## src/fawc_pkg.sv

```systemverilog
// Package with constants and types of the flash access and wait control block.
package fawc_pkg;

  // Module count and widths.
  localparam int unsigned FAWC_NUM_MODULES = 8;
  localparam int unsigned FAWC_MOD_W       = 3;
  localparam int unsigned FAWC_ADDR_W      = 24;
  localparam int unsigned FAWC_DATA_W      = 16;
  localparam int unsigned FAWC_WS_W        = 3;
  localparam int unsigned FAWC_WSE_W       = 1;
  localparam int unsigned FAWC_CNT_W       = 16;

  // Module address field sits above the module offset bits.
  localparam int unsigned FAWC_MOD_LSB     = 18;

  // Module that may be written while any number of other modules are read, as long as fewer than FAWC_MAX_PARALLEL are busy.
  localparam logic [2:0]  FAWC_FREE_MODULE = 3'h6;

  // Most modules erased or programmed at once with a single read source.
  localparam int unsigned FAWC_MAX_PARALLEL = 7;

  // System clock and operation limits.
  localparam int unsigned FAWC_CLK_KHZ     = 10000;
  localparam int unsigned FAWC_ERASE_US    = 8000;
  localparam int unsigned FAWC_PROG_US     = 3500;
  localparam int unsigned FAWC_ERASE_CYC   = FAWC_ERASE_US * FAWC_CLK_KHZ / 1000;
  localparam int unsigned FAWC_PROG_CYC    = FAWC_PROG_US * FAWC_CLK_KHZ / 1000;

  // Extra system cycles the control sequencer spends around each operation.
  localparam logic [3:0]  FAWC_SEQ_OVERHEAD = 4'h4;

  // Erased flash reads as all ones.
  localparam logic [15:0] FAWC_ERASED_WORD = 16'hffff;

  // Read source codes.
  localparam logic [1:0]  FAWC_SRC_NONE    = 2'h0;
  localparam logic [1:0]  FAWC_SRC_FLASH   = 2'h1;
  localparam logic [1:0]  FAWC_SRC_PROGRAM_SRAM   = 2'h2;

  typedef enum logic [1:0] {
    FAWC_OP_ERASE = 2'b00,
    FAWC_OP_PROG  = 2'b01
  } fawc_op_t;

  typedef enum logic [1:0] {
    FAWC_RD_IDLE = 2'b00,
    FAWC_RD_WAIT = 2'b01,
    FAWC_RD_DONE = 2'b10
  } fawc_rd_state_t;

  typedef enum logic [1:0] {
    FAWC_NV_SETUP = 2'b00,
    FAWC_NV_RUN   = 2'b01,
    FAWC_NV_TAIL  = 2'b10,
    FAWC_NV_IDLE  = 2'b11
  } fawc_nv_state_t;

endpackage

```

## src/fawc_nv_if.sv

```systemverilog
// Interface between the access controller and one module operation timer.
`timescale 1ns/1ns
`default_nettype none
interface fawc_nv_if;
  logic       start;
  logic       is_prog;
  logic       busy;
  logic       done;
  modport ctrl  (output start, output is_prog, input busy, input done);
  modport timer (input start, input is_prog, output busy, output done);
endinterface
`default_nettype wire

```

## src/fawc_nv_timer.sv

```systemverilog
// Erase and program sequencer for one flash module.
`timescale 1ns/1ns
`default_nettype none
module fawc_nv_timer
  import fawc_pkg::*;
#(
  parameter int unsigned ERASE_CYC = FAWC_ERASE_CYC,
  parameter int unsigned PROG_CYC  = FAWC_PROG_CYC
) (
  // Clock and reset.
  input  wire logic  clk_sys,
  input  wire logic  reset_n,
  // Control link.
  fawc_nv_if.timer   nv
);

  fawc_nv_state_t            st_q, st_d;
  logic [FAWC_CNT_W+1:0]     cnt_q, cnt_d;
  logic                      done_q, done_d;
  logic                      prog_q, prog_d;

  // Each operation is setup, the timed run and a short tail.
  always_comb begin
    st_d   = st_q;
    cnt_d  = cnt_q;
    done_d = 1'b0;
    prog_d = prog_q;
    case (st_q)
      FAWC_NV_IDLE: begin
        if (nv.start) begin
          st_d  = FAWC_NV_SETUP;
          // The operation kind is held from start, since the request lines move on.
          prog_d = nv.is_prog;
          cnt_d = (FAWC_CNT_W+2)'(FAWC_SEQ_OVERHEAD);
        end
      end
      FAWC_NV_SETUP: begin
        if (cnt_q <= (FAWC_CNT_W+2)'(1)) begin
          st_d  = FAWC_NV_RUN;
          cnt_d = prog_q ? (FAWC_CNT_W+2)'(PROG_CYC) : (FAWC_CNT_W+2)'(ERASE_CYC);
        end else begin
          cnt_d = cnt_q - 1'b1;
        end
      end
      FAWC_NV_RUN: begin
        if (cnt_q <= (FAWC_CNT_W+2)'(1)) begin
          st_d  = FAWC_NV_TAIL;
          cnt_d = (FAWC_CNT_W+2)'(FAWC_SEQ_OVERHEAD);
        end else begin
          cnt_d = cnt_q - 1'b1;
        end
      end
      FAWC_NV_TAIL: begin
        if (cnt_q <= (FAWC_CNT_W+2)'(1)) begin
          st_d   = FAWC_NV_IDLE;
          done_d = 1'b1;
        end else begin
          cnt_d = cnt_q - 1'b1;
        end
      end
      default: st_d = FAWC_NV_IDLE;
    endcase
  end

  always_ff @(posedge clk_sys or negedge reset_n) begin
    if (!reset_n) begin
      st_q   <= FAWC_NV_IDLE;
      cnt_q  <= '0;
      done_q <= 1'b0;
      prog_q <= 1'b0;
    end else begin
      st_q   <= st_d;
      cnt_q  <= cnt_d;
      done_q <= done_d;
      prog_q <= prog_d;
    end
  end

  assign nv.busy = (st_q != FAWC_NV_IDLE);
  assign nv.done = done_q;

endmodule
`default_nettype wire

```

## src/fawc_flash_ctrl.sv

```systemverilog
// Flash access controller: read wait states, prefetch and erase/program arbitration.
`timescale 1ns/1ns
`default_nettype none
module fawc_flash_ctrl
  import fawc_pkg::*;
#(
  parameter int unsigned ERASE_CYC = FAWC_ERASE_CYC,
  parameter int unsigned PROG_CYC  = FAWC_PROG_CYC
) (
  // Clock and reset.
  input  wire logic                       clk_sys,
  input  wire logic                       reset_n,
  // Wait state configuration from the memory bus control.
  input  wire logic [FAWC_WS_W-1:0]       flash_wait_state_count,
  input  wire logic [FAWC_WSE_W-1:0]      wait_state_extension,
  // Read request from the internal memory bus.
  input  wire logic                       rd_req,
  input  wire logic [FAWC_ADDR_W-1:0]     rd_addr,
  input  wire logic [1:0]                 rd_src,
  input  wire logic [FAWC_DATA_W-1:0]     array_rdata,
  output logic                            rd_ready,
  output logic [FAWC_DATA_W-1:0]          rd_data,
  output logic                            prefetch_hit,
  // Erase and program requests.
  input  wire logic                       nv_req,
  input  wire logic                       nv_prog,
  input  wire logic [FAWC_MOD_W-1:0]      nv_module,
  input  wire logic [FAWC_NUM_MODULES-1:0] read_active,
  output logic                            nv_accept,
  output logic                            nv_refused,
  output logic [FAWC_NUM_MODULES-1:0]     nv_busy,
  output logic [FAWC_NUM_MODULES-1:0]     nv_done,
  output logic                            protect_active
);

  ////////////////////////////////////////////////////////////////////////////
  // Read path with wait states and one-word prefetch.

  function automatic logic [FAWC_MOD_W-1:0] mod_of(input logic [FAWC_ADDR_W-1:0] a);
    mod_of = a[FAWC_MOD_LSB +: FAWC_MOD_W];
  endfunction

  fawc_rd_state_t             rs_q, rs_d;
  logic [FAWC_WS_W:0]         wcnt_q, wcnt_d;
  logic [FAWC_ADDR_W-1:0]     next_q, next_d;
  logic                       pf_valid_q, pf_valid_d;
  logic [FAWC_DATA_W-1:0]     data_q, data_d;
  logic                       rdy_q, rdy_d;
  logic                       hit_q, hit_d;
  logic                       seq;
  logic [FAWC_NUM_MODULES-1:0] nv_busy_w;

  assign seq = pf_valid_q && (rd_addr == next_q);

  always_comb begin
    rs_d       = rs_q;
    wcnt_d     = wcnt_q;
    next_d     = next_q;
    pf_valid_d = pf_valid_q;
    data_d     = data_q;
    rdy_d      = 1'b0;
    hit_d      = 1'b0;
    case (rs_q)
      FAWC_RD_IDLE: begin
        if (rd_req && rd_src == FAWC_SRC_FLASH) begin
          // sequential bypass: prefetched word answers at once.
          if (seq) begin
            rdy_d  = 1'b1;
            hit_d  = 1'b1;
            data_d = array_rdata;
            next_d = rd_addr + 1'b1;
            rs_d   = FAWC_RD_DONE;
          end else begin
            wcnt_d = {1'b0, flash_wait_state_count}
                     + (FAWC_WS_W+1)'(wait_state_extension);
            rs_d   = FAWC_RD_WAIT;
          end
        end
      end
      FAWC_RD_WAIT: begin
        if (wcnt_q <= (FAWC_WS_W+1)'(1)) begin
          rdy_d      = 1'b1;
          data_d     = array_rdata;
          next_d     = rd_addr + 1'b1;
          pf_valid_d = 1'b1;
          rs_d       = FAWC_RD_DONE;
        end else begin
          wcnt_d = wcnt_q - 1'b1;
        end
      end
      FAWC_RD_DONE: rs_d = FAWC_RD_IDLE;
      default:      rs_d = FAWC_RD_IDLE;
    endcase
    // A write on the module under prefetch drops the stale word.
    if (|(nv_busy_w & (FAWC_NUM_MODULES'(1) << mod_of(next_q)))) begin
      pf_valid_d = 1'b0;
    end
  end

  ////////////////////////////////////////////////////////////////////////////
  // Erase and program arbitration.

  logic [FAWC_NUM_MODULES-1:0] nv_done_w;
  logic [FAWC_NUM_MODULES-1:0] start_w;
  logic [3:0]                  n_busy;
  logic [3:0]                  n_read;
  logic                        allow;
  logic                        acc_d, ref_d;
  logic                        acc_q, ref_q;

  always_comb begin
    n_busy = '0;
    n_read = '0;
    for (int i = 0; i < FAWC_NUM_MODULES; i++) begin
      n_busy = n_busy + 4'(nv_busy_w[i]);
      n_read = n_read + 4'(read_active[i]);
    end
    allow = 1'b0;
    if (read_active[nv_module] || nv_busy_w[nv_module]) begin
      allow = 1'b0;
    end else if (nv_module == FAWC_FREE_MODULE) begin
      allow = (n_busy < 4'(FAWC_MAX_PARALLEL));
    end else if (n_read <= 4'h1) begin
      allow = (n_busy < 4'(FAWC_MAX_PARALLEL));
    end else begin
      allow = (n_busy == 4'h0);
    end
    acc_d      = nv_req && allow;
    ref_d      = nv_req && !allow;
    start_w    = acc_d ? (FAWC_NUM_MODULES'(1) << nv_module) : '0;
  end

  generate
    for (genvar g = 0; g < FAWC_NUM_MODULES; g++) begin : g_mod
      fawc_nv_if nv ();
      assign nv.start   = start_w[g];
      assign nv.is_prog = nv_prog;
      assign nv_busy_w[g] = nv.busy;
      assign nv_done_w[g] = nv.done;
      fawc_nv_timer #(
        .ERASE_CYC (ERASE_CYC),
        .PROG_CYC  (PROG_CYC)
      ) u_timer (
        .clk_sys (clk_sys),
        .reset_n (reset_n),
        .nv      (nv.timer)
      );
    end
  endgenerate

  ////////////////////////////////////////////////////////////////////////////
  // Registers.

  logic [FAWC_NUM_MODULES-1:0] busy_q, done_q;

  always_ff @(posedge clk_sys or negedge reset_n) begin
    if (!reset_n) begin
      rs_q       <= FAWC_RD_IDLE;
      wcnt_q     <= '0;
      next_q     <= '0;
      pf_valid_q <= 1'b0;
      data_q     <= FAWC_ERASED_WORD;
      rdy_q      <= 1'b0;
      hit_q      <= 1'b0;
      acc_q      <= 1'b0;
      ref_q      <= 1'b0;
      busy_q     <= '0;
      done_q     <= '0;
    end else begin
      rs_q       <= rs_d;
      wcnt_q     <= wcnt_d;
      next_q     <= next_d;
      pf_valid_q <= pf_valid_d;
      data_q     <= data_d;
      rdy_q      <= rdy_d;
      hit_q      <= hit_d;
      acc_q      <= acc_d;
      ref_q      <= ref_d;
      busy_q     <= nv_busy_w;
      done_q     <= nv_done_w;
    end
  end

  assign rd_ready       = rdy_q;
  assign rd_data        = data_q;
  assign prefetch_hit   = hit_q;
  assign nv_accept      = acc_q;
  assign nv_refused     = ref_q;
  assign nv_busy        = busy_q;
  assign nv_done        = done_q;
  assign protect_active = 1'b0;
endmodule
`default_nettype wire

```

## config.mk

```make
export PLATFORM = sky130hd
export DESIGN_NAME = fawc_flash_ctrl
export DESIGN_NICKNAME = d
export VERILOG_FILES = /design/src/fawc_pkg.sv /design/src/fawc_nv_if.sv /design/src/fawc_nv_timer.sv /design/src/fawc_flash_ctrl.sv
export SDC_FILE = /design/constraint.sdc
export NUM_CORES = 1
export LEC_CHECK = 0
export BUFFER_PORTS_ARGS = -buffer_cell sky130_fd_sc_hd__buf_2
export CELL_PAD_IN_SITES_DETAIL_PLACEMENT = 0
export CELL_PAD_IN_SITES_GLOBAL_PLACEMENT = 1
export CORE_MARGIN = 5
export CORE_UTILIZATION = 40
export DETAILED_ROUTE_END_ITERATION = 6
export HOLD_SLACK_MARGIN = 0.06
export PLACE_DENSITY = 0.68
export SYNTH_ARGS = -nofsm -noshare
export SYNTH_HDL_FRONTEND = slang
export SYNTH_HIERARCHICAL = 1
export SYNTH_SLANG_ARGS = --single-unit
```

## constraint.sdc

```tcl
create_clock -name clk_sys -period 10.45 [get_ports clk_sys]
set_clock_uncertainty 0.2 [all_clocks]
set_input_delay 0.5225 -clock clk_sys [delete_from_list [all_inputs] [get_ports clk_sys]]
set_output_delay 0.5225 -clock clk_sys [all_outputs]
set_load 0.01 [all_outputs]
```

* Word-level counts from Yosys, hierarchy flattened
Index checks and enable logic that the tools add are counted.
W data, S select, Z words.
** Word-level totals
- Flip-flop bits (word level) :: 243
- Logic and storage cells :: 348
** Cells by class
- Eq/ne operators :: 81
- Reductions and logical operators :: 48
- Add/subtract/negate cells :: 25
- Mux-type cells :: 136
- Magnitude comparators :: 12
- Bitwise operators :: 1
- Shift operators :: 2
** Operators with widths (count)
- $mux W18 :: 32
- $pmux W18 S4 :: 8
- $le A18 B1 Y1 const B :: 8
- $sub A18 B1 Y18 const B :: 8
- $mux W17 :: 8
- $mux W24 :: 3
- $mux W2 :: 35
- $pmux W2 S4 :: 8
- $ne A2 B2 Y1 const B :: 29
- $mux W16 :: 3
- $ne A2 B1 Y1 const B :: 24
- $pmux W24 S2 :: 1
- $reduce_and A4 Y1 :: 10
- $reduce_and A2 Y1 :: 18
- $add A4 B1 Y4 :: 8
- $eq A2 B2 Y1 const B :: 16
- $pmux W16 S2 :: 1
- $mux W1 :: 28
- $add A24 B1 Y24 const B :: 1
- $eq A24 B24 Y1 :: 1
- $eq A2 B1 Y1 const B :: 10
- $logic_not A2 Y1 :: 9
- $shl A1 B3 Y8 const A :: 2
- $add A3 B1 Y4 :: 3
- other kinds (20) :: 31

* Depth between registers and ports, before layout
Gate-level depths: netlist of run 1.
- Depth after elaboration :: 16
- Mapped depth :: 23
- Mapped depth without buffers :: 20

* Cells and area by module
The synthesis of run 1 kept the hierarchy.
** Modules (own cells, without submodules)
- fawc_nv_timer (g_mod[0].u_timer ...) :: times used 5, cells an instance 167, area each 1481.4 um^2
- fawc_flash_ctrl :: times used 1, cells an instance 325, area each 3701.0 um^2
- fawc_nv_timer (g_mod[6].u_timer) :: times used 1, cells an instance 163, area each 1544.0 um^2
- fawc_nv_timer (g_mod[7].u_timer) :: times used 1, cells an instance 170, area each 1537.7 um^2
- fawc_nv_timer (g_mod[5].u_timer) :: times used 1, cells an instance 172, area each 1503.9 um^2

* Worst setup path after synthesis of run 1
Ideal clock, no wire load.
- Kind :: register to register
- From :: register g_mod[1].u_timer.st_q[1]
- To :: register g_mod[0].u_timer.cnt_q[9]
- Path buffers :: 2
- Arrival :: 5.162 ns
- Cell stages (with the launch flop) :: 22
- Required time :: 10.172 ns
- Path slack :: 5.011 ns
- Period minus slack after synthesis :: 5.439 ns
- Cells stage by stage :: dfstp_2 ha_1 clkbuf_1 inv_1 inv_1 fa_1 fa_1 fa_1 inv_1 ha_1 fa_1 xnor2_1 nor2_1 a21oi_1 o2111a_1 nand3_1 nor3_1 nand2b_1 o31ai_2 clkbuf_2 or4_2 a21oi_1
** Between the ends
- Word-level cells in the longest chain between the ends :: 16
- Elaborated cells between the ends (all ways) :: 20
- Those cells by class :: add/sub: 7; order compare: 1; eq/ne: 2; mux: 6; reduce/logical: 4
** RTL lines
- from (decl) :: RTL line fawc_nv_timer.sv:17 : fawc_nv_state_t st_q, st_d;
- from (signal assigned) :: RTL line fawc_nv_timer.sv:72 : st_q <= st_d;
- $ne A2 B2 Y1 (*) :: RTL line fawc_nv_timer.sv:79 : assign nv.busy = (st_q != FAWC_NV_IDLE);
- named net g_mod[1].nv.busy :: RTL line fawc_nv_if.sv:7 : logic busy;
- $add A1 B1 Y2 :: RTL line fawc_flash_ctrl.sv:115 : n_busy = n_busy + 4'(nv_busy_w[i]);
- $add A2 B1 Y3 :: RTL line fawc_flash_ctrl.sv:115
- $add A3 B1 Y4 :: RTL line fawc_flash_ctrl.sv:115
- $add A4 B1 Y4 (4 in series) :: RTL line fawc_flash_ctrl.sv:115
- $lt A4 B3 Y1 or $logic_not A4 Y1 (tied branches) :: RTL line fawc_flash_ctrl.sv:122, fawc_flash_ctrl.sv:124, fawc_flash_ctrl.sv:126
- $mux W1 :: RTL line fawc_flash_ctrl.sv:123 : end else if (n_read <= 4'h1) begin
- $mux W1 :: RTL line fawc_flash_ctrl.sv:121 : end else if (nv_module == FAWC_FREE_MODULE) begin
- $mux W1 (*) :: RTL line fawc_flash_ctrl.sv:119 : if (read_active[nv_module] || nv_busy_w[nv_module]) begin
- $logic_and A1 B1 Y1 (*) :: RTL line fawc_flash_ctrl.sv:128 : acc_d = nv_req && allow;
- $mux W8 (*) :: RTL line fawc_flash_ctrl.sv:130 : start_w = acc_d ? (FAWC_NUM_MODULES'(1) << nv_module) : '0;
- named net start_w[0] :: RTL line fawc_flash_ctrl.sv:104 : logic [FAWC_NUM_MODULES-1:0] start_w;
- $ne A2 B2 Y1 (no source line) (*)
- $reduce_and A2 Y1 (no source line) (*)
- to (signal assigned) :: RTL line fawc_nv_timer.sv:73 : cnt_q <= cnt_d;
- to (decl) :: RTL line fawc_nv_timer.sv:18 : logic [FAWC_CNT_W+1:0] cnt_q, cnt_d;
Mark *: on every way through the listed nets, which the timed path passes. The rest lies on a longest branch. The select of a mux whose other input is x is not followed.
A chain may end at the register's enable or synchronous reset.

* Final worst setup path of run 1
- From :: register g_mod[1].u_timer.st_q[0]
- To :: register g_mod[4].u_timer.cnt_q[9]
** Between the ends
- Word-level cells in the longest chain between the ends :: 16
- Elaborated cells between the ends (all ways) :: 20
- Those cells by class :: add/sub: 7; order compare: 1; eq/ne: 2; mux: 6; reduce/logical: 4
** RTL lines (RTL line)
- $ne A2 B2 Y1 (*) :: fawc_nv_timer.sv:79
- named net g_mod[1].nv.busy :: fawc_nv_if.sv:7
- $add A1 B1 Y2 :: fawc_flash_ctrl.sv:115
- $add A2 B1 Y3 :: fawc_flash_ctrl.sv:115
- $add A3 B1 Y4 :: fawc_flash_ctrl.sv:115
- $add A4 B1 Y4 (4 in series) :: fawc_flash_ctrl.sv:115
- $lt A4 B3 Y1 or $logic_not A4 Y1 (tied branches) :: fawc_flash_ctrl.sv:122, fawc_flash_ctrl.sv:124, fawc_flash_ctrl.sv:126
- $mux W1 :: fawc_flash_ctrl.sv:123
- $mux W1 :: fawc_flash_ctrl.sv:121
- $mux W1 (*) :: fawc_flash_ctrl.sv:119
- $logic_and A1 B1 Y1 (*) :: fawc_flash_ctrl.sv:128
- $mux W8 (*) :: fawc_flash_ctrl.sv:130
- named net start_w[4] :: fawc_flash_ctrl.sv:104
- $ne A2 B2 Y1 (no source line) (*)
- $reduce_and A2 Y1 (no source line) (*)
- to (signal assigned) :: fawc_nv_timer.sv:73
- to (decl) :: fawc_nv_timer.sv:18
Marks and branches as above.

==> metrics.md, run 1 <==
| Metric | Value |
|---|---|
| Status | finished clean |
| Most frequent cell after synthesis | dfrtp_1 |
| CTS tree | done |
| Area leader, netlist | dfrtp_1 |
| R2R Setup Slk | 4410 ps |
| Row count | 72 |
| PD cells | 146 nW/um^2 |
| FFs w/ async S/R, synth | 1.00 |
| Die ar. | 43,300 sq um |
| Multi-input gate area | 8710 sq um |
| Predominant post-synthesis flop cell | dfrtp_1 |
| Setup TNS | 0 ps |
| Crit start category | register |
| Hold Path Class | input pin to register |
| GRT Total Usage | 0.182 |
| Post-synth top area share | 0.336 |
| Maximum VDD drop | 0.000164 V |
| Grt ovf | 0 |
| Routed vias | 13,200 |
| Clk buf depth | 3 |
| R2r endpoint | g_mod[4].u_timer/cnt_q[9]$_DFFE_PN0P_ |
| Hold Startpoint | rd_src[1] |
| Clock slew seen by the registers of the worst setup and hold paths | 60 ps |
| Register bit count reported by yosys | 243 |
| GPL Wtd Cong | 0.841 |
| Mapped Avg Cell Area | 9.43 sq um |
| Final Hold Viols | 0 |
| Yosys warnings | 6 |
| Detail Route Antenna Nets | 0 |
| Worst Hold Path Cells | 3 |
| Pre-CTS setup slack | 4430 ps |
| Final slew viol count | 0 |
| Peak fanout along the critical path | 17 |
| Final instance area | 17,600 sq um |
| Core Area | 38,700 sq um |
| Routed WL | 41,000 um |
| Largest net degree at the start of global routing | 126 |
| CP Depth | 20 |
| TritonCTS Buffers | 30 |
| Worst-Margin Slew | 1130 ps |
| CP top delay family | adder cells |
| Layout area overhead | 12.4% |
| Worst setup margin | 4410 ps |
| Number of global-route vias before repair | 12,700 |
| Final setup viols | 0 |
| Die width | 208 um |
| CP most frequent cell | fa_1 |
| Seq/Total Area, Yosys | 0.390 |
| Crit share post-route | 0.578 |
| Max Cap Viol | 0 |
| TritonCTS Sinks | 243 |
| Post-layout util | 0.455 |
| First-pass GRT wire length | 67,500 um |
| DRC violations left | 0 |
| # fillers | 3,704 |
| Synthesized area | 15,700 sq um |
| # port buffers | 97 |
| Worst skew pair latency | 580 ps |
| Highest Clock Rate | 0.166 GHz |
| Initial antenna violation count | 3 |
| Cell count after synthesis | 1,665 |
| Layout cells sized above 1 | 0.182 |
| Critical-path cell list | ha_1, inv_1, inv_1, fa_1, fa_1, fa_1, inv_1, ha_1, fa_1, xnor2_1, nor2_1, a21oi_1, and4_1, nand2_1, nor3_1, nand2b_1, o31ai_2, buf_4, or4_2, a21oi_1 |
| Crit path DAT | 6320 ps |
| Htree depth | 1 |
| Syn_nets | 1,794 |
| Io pins | 99 |
| DRT Pass-1 Iters | 5 |
| Critical Path Max Stage Delay | 620 ps |
| CTS Hold Buffers Added | 19 |
| Number of cells on the worst reg-to-reg path | 20 |
| Leak | 0.00696 uW |
| Synth cell types | 98 |
| Top post-synthesis cells by area | dfrtp_1 34%, dfstp_2 5.4%, ha_1 4.7% |
| Critical path required time | 10,740 ps |
| Drt via density | 5.77 |
| Setup crit end kind | register |
| Placed instance area | 16,400 sq um |
| Chip Height | 208 um |
| Final net count | 1,868 |
| Root Driver | clkbuf_16 |
| RSZ-0062 raised after global routing | no |
| Max_slew headroom | 0.234 |
| Critical-path top delay cell | or4_2 |
| Post-CTS setup buffer count | 0 |
| Top post-synthesis cells by count | 211 x dfrtp_1, 150 x nor2_1, 114 x nand2_1 |
| Worst Hold End | prefetch_hit$_DFF_PN0_ |
| Reg-to-reg startpoint | g_mod[1].u_timer/st_q[0]$_DFFE_PN1P_ |
| Min cycle time layout | 6040 ps |
| Initial Utilization | 0.405 |
| EDFF count, synth | 0 |
| DRT iter0 DRCs | 759 |
| Area taken by flip-flops and latches | 6120 sq um |
| Setup CP Type | register to register |
| Buf/Inv on CP | 4 |
| Drt wl/cell | 18.0 um |
| Post-DP HPWL | 29,200 um |
| CTS-repair resized insts | 0 |
[power breakdown]
part	internal [uW]	switching (uW)	total, uW
Combinational	180	176	356
Sequential	1060	63.0	1120
Clock	689	417	1110
Total	1930	656	2580
[worst max path at each step]
| stage | startpoint | slack (ps) | endpoint |
|---|---|---|---|
| CTS | g_mod[1].u_timer/st_q[1]$_DFFE_PN1P_ | 4400 | g_mod[4].u_timer/cnt_q[9]$_DFFE_PN0P_ |
| global route | g_mod[0].u_timer/st_q[1]$_DFFE_PN1P_ | 4030 | g_mod[6].u_timer/cnt_q[17]$_DFFE_PN0P_ |
| detailed placement | g_mod[1].u_timer/st_q[1]$_DFFE_PN1P_ | 4430 | g_mod[6].u_timer/cnt_q[17]$_DFFE_PN0P_ |
| floorplan | g_mod[1].u_timer/st_q[1]$_DFFE_PN1P_ | 5010 | g_mod[0].u_timer/cnt_q[9]$_DFFE_PN0P_ |
| finish | g_mod[1].u_timer/st_q[0]$_DFFE_PN1P_ | 4410 | g_mod[4].u_timer/cnt_q[9]$_DFFE_PN0P_ |
| global placement | g_mod[1].u_timer/st_q[1]$_DFFE_PN1P_ | 4580 | g_mod[6].u_timer/cnt_q[9]$_DFFE_PN0P_ |
[per-stage QoR]
| stage | hold WS (ps) | std cells | total power (uW) |
|---|---|---|---|
| floorplan | 26.9 | 1665 | 1370 |
| global placement | 132 | 2206 | 1480 |
| detailed placement | 136 | 2206 | 1490 |
| CTS | 93.7 | 2281 | 2630 |
| global route | 123 | 2281 | 2710 |
| finish | 130 | 2282 | 2580 |
[area by class of cell]
cell class | count | area share
clock inverter | 10 | 0.00915
tap | 518 | 0.0367
multi-input combinational | 1250 | 0.494
clock buffer | 46 | 0.0511
antenna | 1 | 0.000142
timing repair buffer | 123 | 0.0426
sequential | 243 | 0.347
inverter | 91 | 0.0194
[sequential cells by signal, indices dropped and copies added (netlist names), 2 cells and up]
name and cells:
g_mod.u_timer/cnt_q 144, g_mod.u_timer/nv.done 8, g_mod.u_timer/prog_q 8, g_mod.u_timer/st_q 16, next_q 24, nv_busy 8, nv_done 8, rd_data 16
rs_q 2, wcnt_q 4
[cells by family (layout without fill, tap and decap cells)]
| logic type | after synthesis | in the layout | share of synthesized area |
|---|---|---|---|
| and+or+nand+nor | 636 | 636 | 0.216 |
| other | 1 | 2 | 0.000239 |
| buffers and inverters | 172 | 270 | 0.0547 |
| xor gates and xnor gates | 60 | 60 | 0.0335 |
| DFF | 243 | 243 | 0.390 |
| AOI/OAI and AO/OA | 426 | 426 | 0.204 |
| adders and majority gates | 67 | 67 | 0.0572 |
| muxes | 60 | 60 | 0.0442 |
[cells in the final DEF (no fill, tap or decap), drive strengths merged, types with 33 or more instances in the layout]
| master | netlist | final |
|---|---|---|
| or4 | 46 | 46 |
| a21oi | 66 | 66 |
| clkbuf | 36 | 46 |
| nand3 | 46 | 46 |
| dfrtp | 211 | 211 |
| o31ai | 50 | 50 |
| nor4 | 47 | 47 |
| xor2 | 33 | 33 |
| nor3 | 87 | 87 |
| o21ai | 58 | 58 |
| nand2 | 116 | 116 |
| inv | 91 | 91 |
| buf | 45 | 104 |
| nor2 | 152 | 152 |
| ha | 59 | 59 |
| mux2 | 55 | 55 |
[tightest hold or removal path, cell delays in order]
cell	delay, ps
buf_2	70
nand3b_1	200
nor2_1	70
[per-layer routing]
metal | track usage | share of wire | routed length (um)
met1 | 0.257 | 0.48 | 19500
met4 | 0.0523 | 0.029 | 1180
met2 | 0.292 | 0.45 | 18600
met3 | 0.0295 | 0.041 | 1690
met5 | 0 | 0.00051 | 21
Power figures use the tool's default switching activity.
==> run 2: changes to the inputs <==
PLACE_DENSITY = 0.71   (was 0.68)
clock period = 5.3 ns   (was 10.45 ns; I/O delays follow)
==> metrics.md, run 2 (synthesized netlist as in run 1, its figures left out) <==
| Metric | Value |
|---|---|
| Htree depth | 1 (unchanged) |
| CP top delay family | adder cells |
| Antenna Cells | 0 (-1) |
| Grt ovf | 0 (unchanged) |
| Post-DP HPWL | 29,400 um (+0.60%) |
| Leak | 0.00751 uW (+8.0%) |
| Wire length on met2 | 19,300 um (+3.8%) |
| TritonCTS Sinks | 243 (unchanged) |
| CTS tree | done |
| Critical-path cell list | ha_4, inv_2, inv_2, fa_1, fa_1, fa_1, inv_2, ha_4, fa_2, xnor2_2, nand2_1, o221ai_2, o2111a_1, nand3_1, buf_6, nor3_4, nand2b_4, o31ai_4, buf_6, or4_4, a21oi_2 |
| Io pins | 99 (unchanged) |
| RSZ-0062 raised after global routing | yes |
| # port buffers | 97 (unchanged) |
| Core Area | 38,700 sq um (unchanged) |
| Hold Startpoint | flash_wait_state_count[0] |
| Row count | 72 (unchanged) |
| Most frequent cells in the layout | 211 x dfrtp_1, 142 x nor2_1, 113 x nand2_1 |
| Number of cells on the worst reg-to-reg path | 21 (+5.0%) |
| Highest Clock Rate | 0.194 GHz (+17%) |
| Number of global-route vias before repair | 13,400 (+5.7%) |
| Hold slack | 107 ps (-23.6 ps) |
| R2r endpoint | g_mod[0].u_timer/cnt_q[6]$_DFFE_PN0P_ |
| Critical path required time | 5600 ps (-5140 ps) |
| Initial Utilization | 0.405 (unchanged) |
| Drt wl/cell | 17.6 um (-2.2%) |
| Crit path DAT | 5440 ps (-880 ps) |
| Placed instance area | 16,800 sq um (+2.3%) |
| Worst skew pair latency | 580 ps (about the same) |
| DRT met1 WL | 19,800 um (+1.4%) |
| # fillers | 3,637 (-1.8%) |
| GRT Total Usage | 0.189 (+0.00641) |
| Commonest non-fill, non-tap cell in the layout | dfrtp_1 |
| Area taken by flip-flops and latches | 6120 sq um (unchanged) |
| Clock slew seen by the registers of the worst setup and hold paths | 70 ps (about the same) |
| Worst Hold End | wcnt_q[1]$_DFFE_PN0P_ |
| Maximum VDD drop | 0.000240 V (+46%) |
| Reg with most FFs | g_mod.u_timer/cnt_q |
| Min cycle time layout | 5140 ps (-896 ps) |
| DRC violations left | 0 (unchanged) |
| Final slew viol count | 0 (unchanged) |
| Setup crit end kind | register |
| Layout area overhead | 20.2% |
| Final instance area | 18,900 sq um (+7.0%) |
| DRT iter0 DRCs | 1,076 (+42%) |
| Chip Height | 208 um (unchanged) |
| Tot Pwr | 5270 uW (+100%) |
| Worst Hold Path Cells | 5 (+2) |
| GPL Wtd Cong | 0.844 (+0.33%) |
| First-pass GRT wire length | 70,200 um (+4.0%) |
| Clk buf depth | 3 (unchanged) |
| Status | finished clean |
| Max_slew headroom | 0.263 (+0.0285) |
| Die ar. | 43,300 sq um (unchanged) |
| Reg-to-reg startpoint | g_mod[3].u_timer/st_q[1]$_DFFE_PN1P_ |
| Regs by FF count | g_mod.u_timer/cnt_q (144), next_q (24) |
| Routed WL | 41,900 um (+2.2%) |
| Routed vias | 13,500 (+2.6%) |
| R2R Setup Slk | 160 ps (-4250 ps) |
| TritonCTS Buffers | 30 (unchanged) |
| Root Driver | clkbuf_16 |
| Critical-path top delay cell | dfstp_2 |
| Critical Path Max Stage Delay | 560 ps (-60 ps) |
| Max Cap Viol | 0 (unchanged) |
| Drt via density | 5.67 (-1.8%) |
| Multi-input gate area | 8950 sq um (+2.7%) |
| Final net count | 1,971 (+5.5%) |
| DRT Pass-1 Iters | 5 (unchanged) |
| Buf/Inv on CP | 5 (+1) |
| Layout cells sized above 1 | 0.228 (+0.0457) |
| Largest register FFs | 144 (unchanged) |
| Crit start category | register |
| Worst-Margin Slew | 1090 ps (-42.1 ps) |
| Largest net degree at the start of global routing | 95 (-25%) |
| Crit share post-route | 0.970 (+0.392) |
| Hold Path Class | input pin to register |
| Final Hold Viols | 0 (unchanged) |
| DR top layer | met5 |
| Setup CP Type | register to register |
| PD cells | 279 nW/um^2 (+91%) |
| DR WL met3 | 1920 um (+14%) |
| Peak fanout along the critical path | 4 (-13) |
| Final setup viols | 0 (unchanged) |
| Detail Route Antenna Nets | 0 (unchanged) |
| Die width | 208 um (unchanged) |
| Initial antenna violation count | 2 (-1) |
## run 2: changes by cell type in the layout (fill, tap and decap cells not counted), moves of 7 or more
| cell | change |
|---|---|
| nand2b_1 | -7 |
| nor2_1 | -8 |
| a21oi_1 | -7 |
| dlygate4sd3_1 | +46 |
| nor2_2 | +8 |
| nand2b_4 | +7 |
| inv_1 | -7 |
| a21oi_2 | +7 |
| buf_4 | +51 |
## run 2: per-stage QoR
stage / TNS, ps / std cells / worst slack [ps] / util
floorplan: 0 / 1665 / 12.4 / -
global placement: 0 / 2253 / 91.2 / 0.433
detailed placement: -272 / 2253 / -51.2 / 0.433
CTS: -7.05 / 2374 / -7.05 / 0.479
global route: -124 / 2384 / -56.3 / 0.487
finish: 0 / 2384 / 158 / 0.487
## run 2: repair_timing
action / CTS / global route
setup buffers: 0 / 10
resized for setup: 4 / 53
hold buffers: 65 / 0
endpoints found under the setup margin: 16 / 100
endpoints found under the hold margin: 147 / 0
gates cloned: 0 / 0
pin swaps: 1 / 17
## run 2: worst max-delay path by stage
stage	start	end	slack (ps)	cells past startpoint
after floorplan	g_mod[0].u_timer/st_q[1]$_DFFE_PN1P_	g_mod[1].u_timer/cnt_q[9]$_DFFE_PN0P_	10	21
after global placement	g_mod[0].u_timer/st_q[0]$_DFFE_PN1P_	g_mod[0].u_timer/cnt_q[6]$_DFFE_PN0P_	90	21
after detailed placement	g_mod[0].u_timer/st_q[0]$_DFFE_PN1P_	g_mod[0].u_timer/cnt_q[9]$_DFFE_PN0P_	-50	20
after CTS	g_mod[0].u_timer/st_q[0]$_DFFE_PN1P_	g_mod[5].u_timer/cnt_q[14]$_DFFE_PN0P_	-7	20
after global routing	g_mod[1].u_timer/st_q[1]$_DFFE_PN1P_	g_mod[0].u_timer/cnt_q[6]$_DFFE_PN0P_	-60	21
final	g_mod[3].u_timer/st_q[1]$_DFFE_PN1P_	g_mod[0].u_timer/cnt_q[6]$_DFFE_PN0P_	160	21
## run 2: layout make-up
cell class                 count  share of cell area
multi-input combinational   1250               0.474
sequential                   243               0.324
timing repair buffer         226              0.0889
clock buffer                  38              0.0446
tap                          518              0.0344
inverter                      91              0.0184
clock inverter                18              0.0152
## run 2: metal layers
layer,up-vias,global-route usage
li1,6583,-
met1,6584,0.269
met2,288,0.305
met3,59,0.0312
met4,4,0.0414
met5,-,0
## run 2: worst reg2reg max path, delay by kind of cell (launching register included)
| family | cells | cell delay [ps] |
|---|---|---|
| adders and majority gates | 6 | 2120 |
| and+or+nand+nor | 5 | 1040 |
| AOI/OAI and AO/OA | 4 | 530 |
| xor gates and xnor gates | 1 | 170 |
| buffers and inverters | 5 | 460 |
| DFF | 1 | 560 |
## run 2: power by group
part / total, uW / internal (uW) / switching (uW)
combinational: 743 / 378 / 365
sequential: 2210 / 2090 / 122
clock: 2310 / 1460 / 853
==> run 3: changes to the inputs <==
PLACE_DENSITY = 0.68   (was 0.71)
clock period = 5.44 ns   (was 5.3 ns; I/O delays follow)
==> metrics.md, run 3 (synthesized netlist as in run 1, its figures left out) <==
| Metric | Value |
|---|---|
| Clock slew seen by the registers of the worst setup and hold paths | 60 ps (about the same) |
| Final Hold Viols | 0 (unchanged) |
| Tot Pwr | 4880 uW (-7.3%) |
| Routed vias | 13,500 (-0.32%) |
| Leak | 0.00726 uW (-3.4%) |
| Number of global-route vias before repair | 13,300 (-0.84%) |
| Commonest non-fill, non-tap cell in the layout | dfrtp_1 |
| Status | finished clean |
| Hold Path Class | input pin to async pin |
| Post-CTS setup buffer count | 0 (unchanged) |
| Largest register FFs | 144 (unchanged) |
| Worst-Margin Slew | 1060 ps (-34.7 ps) |
| Grt peak-use layer | met2 |
| Placed Instances | 2,233 (-0.89%) |
| Regs by FF count | g_mod.u_timer/cnt_q (144), next_q (24) |
| PD cells | 267 nW/um^2 (-4.5%) |
| Final setup viols | 0 (unchanged) |
| Clk buf depth | 3 (unchanged) |
| Critical-path top delay cell | or4_2 |
| DRT iter0 DRCs | 855 (-21%) |
| Final net count | 1,940 (-1.6%) |
| Detail Route Antenna Nets | 0 (unchanged) |
| Pre-CTS setup slack | 19.1 ps (+70.3 ps) |
| CP most frequent cell | fa_1 |
| Min cycle time layout | 5210 ps (+70.1 ps) |
| Worst setup margin | 228 ps (+69.9 ps) |
| Root Driver | clkbuf_16 |
| DRT Pass-1 Iters | 5 (unchanged) |
| Io pins | 99 (unchanged) |
| Post-layout util | 0.473 (-0.0141) |
| Highest Clock Rate | 0.192 GHz (-1.3%) |
| Die width | 208 um (unchanged) |
| Grt ovf | 0 (unchanged) |
| Crit share post-route | 0.958 (-0.0121) |
| Maximum VDD drop | 0.000146 V (-39%) |
| Routed WL | 42,000 um (+0.16%) |
| Drt wl/cell | 17.8 um (+1.4%) |
| Initial antenna violation count | 3 (+1) |
| CTS tree | done |
| TritonCTS Buffers | 30 (unchanged) |
| Final slew viol count | 0 (unchanged) |
| GR Util met2 | 0.307 (+0.00259) |
| First-pass GRT wire length | 70,500 um (+0.52%) |
| Crit path DAT | 5490 ps (+50 ps) |
| Post-DP HPWL | 29,800 um (+1.4%) |
| Crit start category | register |
| Buf/Inv on CP | 3 (-2) |
| Peak fanout along the critical path | 8 (+4) |
| Htree depth | 1 (unchanged) |
| GRT Total Usage | 0.190 (+0.00155) |
| Chip Height | 208 um (unchanged) |
| Max_slew headroom | 0.286 (+0.0234) |
| Critical Path Max Stage Delay | 650 ps (+90 ps) |
| Reg with most FFs | g_mod.u_timer/cnt_q |
| GPL Wtd Cong | 0.875 (+3.6%) |
| Layout cells sized above 1 | 0.199 (-0.0283) |
| Met1 Use GR | 0.271 (+0.00146) |
| Most frequent cells in the layout | 211 x dfrtp_1, 146 x nor2_1, 113 x nand2_1 |
| Setup crit end kind | register |
| CP top delay family | adder cells |
| Die ar. | 43,300 sq um (unchanged) |
| Final Non-Filler Cells | 2,354 (-1.3%) |
| # port buffers | 97 (unchanged) |
| Max Cap Viol | 0 (unchanged) |
| Row count | 72 (unchanged) |
| Core Area | 38,700 sq um (unchanged) |
| TritonCTS Sinks | 243 (unchanged) |
| Critical-path cell list | ha_1, inv_1, inv_1, fa_1, fa_1, fa_1, inv_1, ha_1, fa_1, nor2_1, nand2_1, o221ai_1, o2111a_2, nand3_4, nor2_2, nand2b_1, o31ai_2, or4_2, a21oi_1 |
| Largest net degree at the start of global routing | 102 (+7.4%) |
| Layout area overhead | 16.7% |
| Worst skew pair latency | 560 ps (-20 ps) |
| Setup CP Type | register to register |
| Initial Utilization | 0.405 (unchanged) |
| Critical path required time | 5720 ps (+120 ps) |
| DRC violations left | 0 (unchanged) |
| GR Util met3 | 0.0250 (-0.00618) |
| RSZ-0062 raised after global routing | yes |
| Drt via density | 5.72 (+0.95%) |
-- run 3: worst paths after layout --
path	from	to	slack [ps]	cells after the start
min	reset_n	g_mod[4].u_timer/cnt_q[6]$_DFFE_PN0P_	130	2
max reg2reg	g_mod[0].u_timer/st_q[1]$_DFFE_PN1P_	g_mod[2].u_timer/cnt_q[9]$_DFFE_PN0P_	230	19
max in group asynchronous	reset_n	g_mod[2].u_timer/cnt_q[16]$_DFFE_PN0P_	3680	3
max	g_mod[0].u_timer/st_q[1]$_DFFE_PN1P_	g_mod[2].u_timer/cnt_q[9]$_DFFE_PN0P_	230	19
min reg2reg	g_mod[3].u_timer/nv.done$_DFF_PN0_	nv_done[3]$_DFF_PN0_	150	0
min in group clk_sys	flash_wait_state_count[0]	wcnt_q[1]$_DFFE_PN0P_	140	5
-- run 3: power breakdown --
group	internal [uW]	switching, uW
Sequential	2030	126
Clock	1200	807
Combinational	366	347
Total	3600	1280
-- run 3: layer usage --
metal / up-vias / wire (um)
li1: 6546 / -
met1: 6524 / 19900
met2: 343 / 19200
met3: 60 / 1860
met4: 2 / 974
met5: - / 13
-- run 3: worst reg2reg max path: cells and delay by family, from the launching register on --
kind                     cells  cell delay (ps)
AO/OA/AOI/OAI                4              690
flip-flops                   1              550
buffers and inverters        3              200
adder cells (fa/ha/maj)      6             2190
AND/OR/NAND/NOR              6             1300
-- run 3: metrics by stage --
step / cell area, sq um / hold WS, ps / setup TNS (ps)
after CTS: 18200 / 108 / 0
after floorplan: 15700 / -224 / 0
after global routing: 18300 / 152 / -77.7
final: 18300 / 126 / 0
after detailed placement: 16600 / 135 / 0
after global placement: 16600 / 132 / 0
-- run 3: cell type report --
type                    count  area, sq um
flip-flops and latches    243         6120
multi-input cells        1250         8810
fillers                  3702        20400
clock inverters            14          133
well taps                 518          648
clock buffers              42          867
inverters                  91          342
repair buffers            195         1400
diodes                      1         2.50
-- run 3: timing repair --
action | 4_1_cts | 5_1_grt
gates resized for setup | 1 | 22
endpoints found under the hold margin | 154 | 0
endpoints found under the setup margin | 1 | 60
pin swaps | 0 | 1
hold buffers | 64 | 0
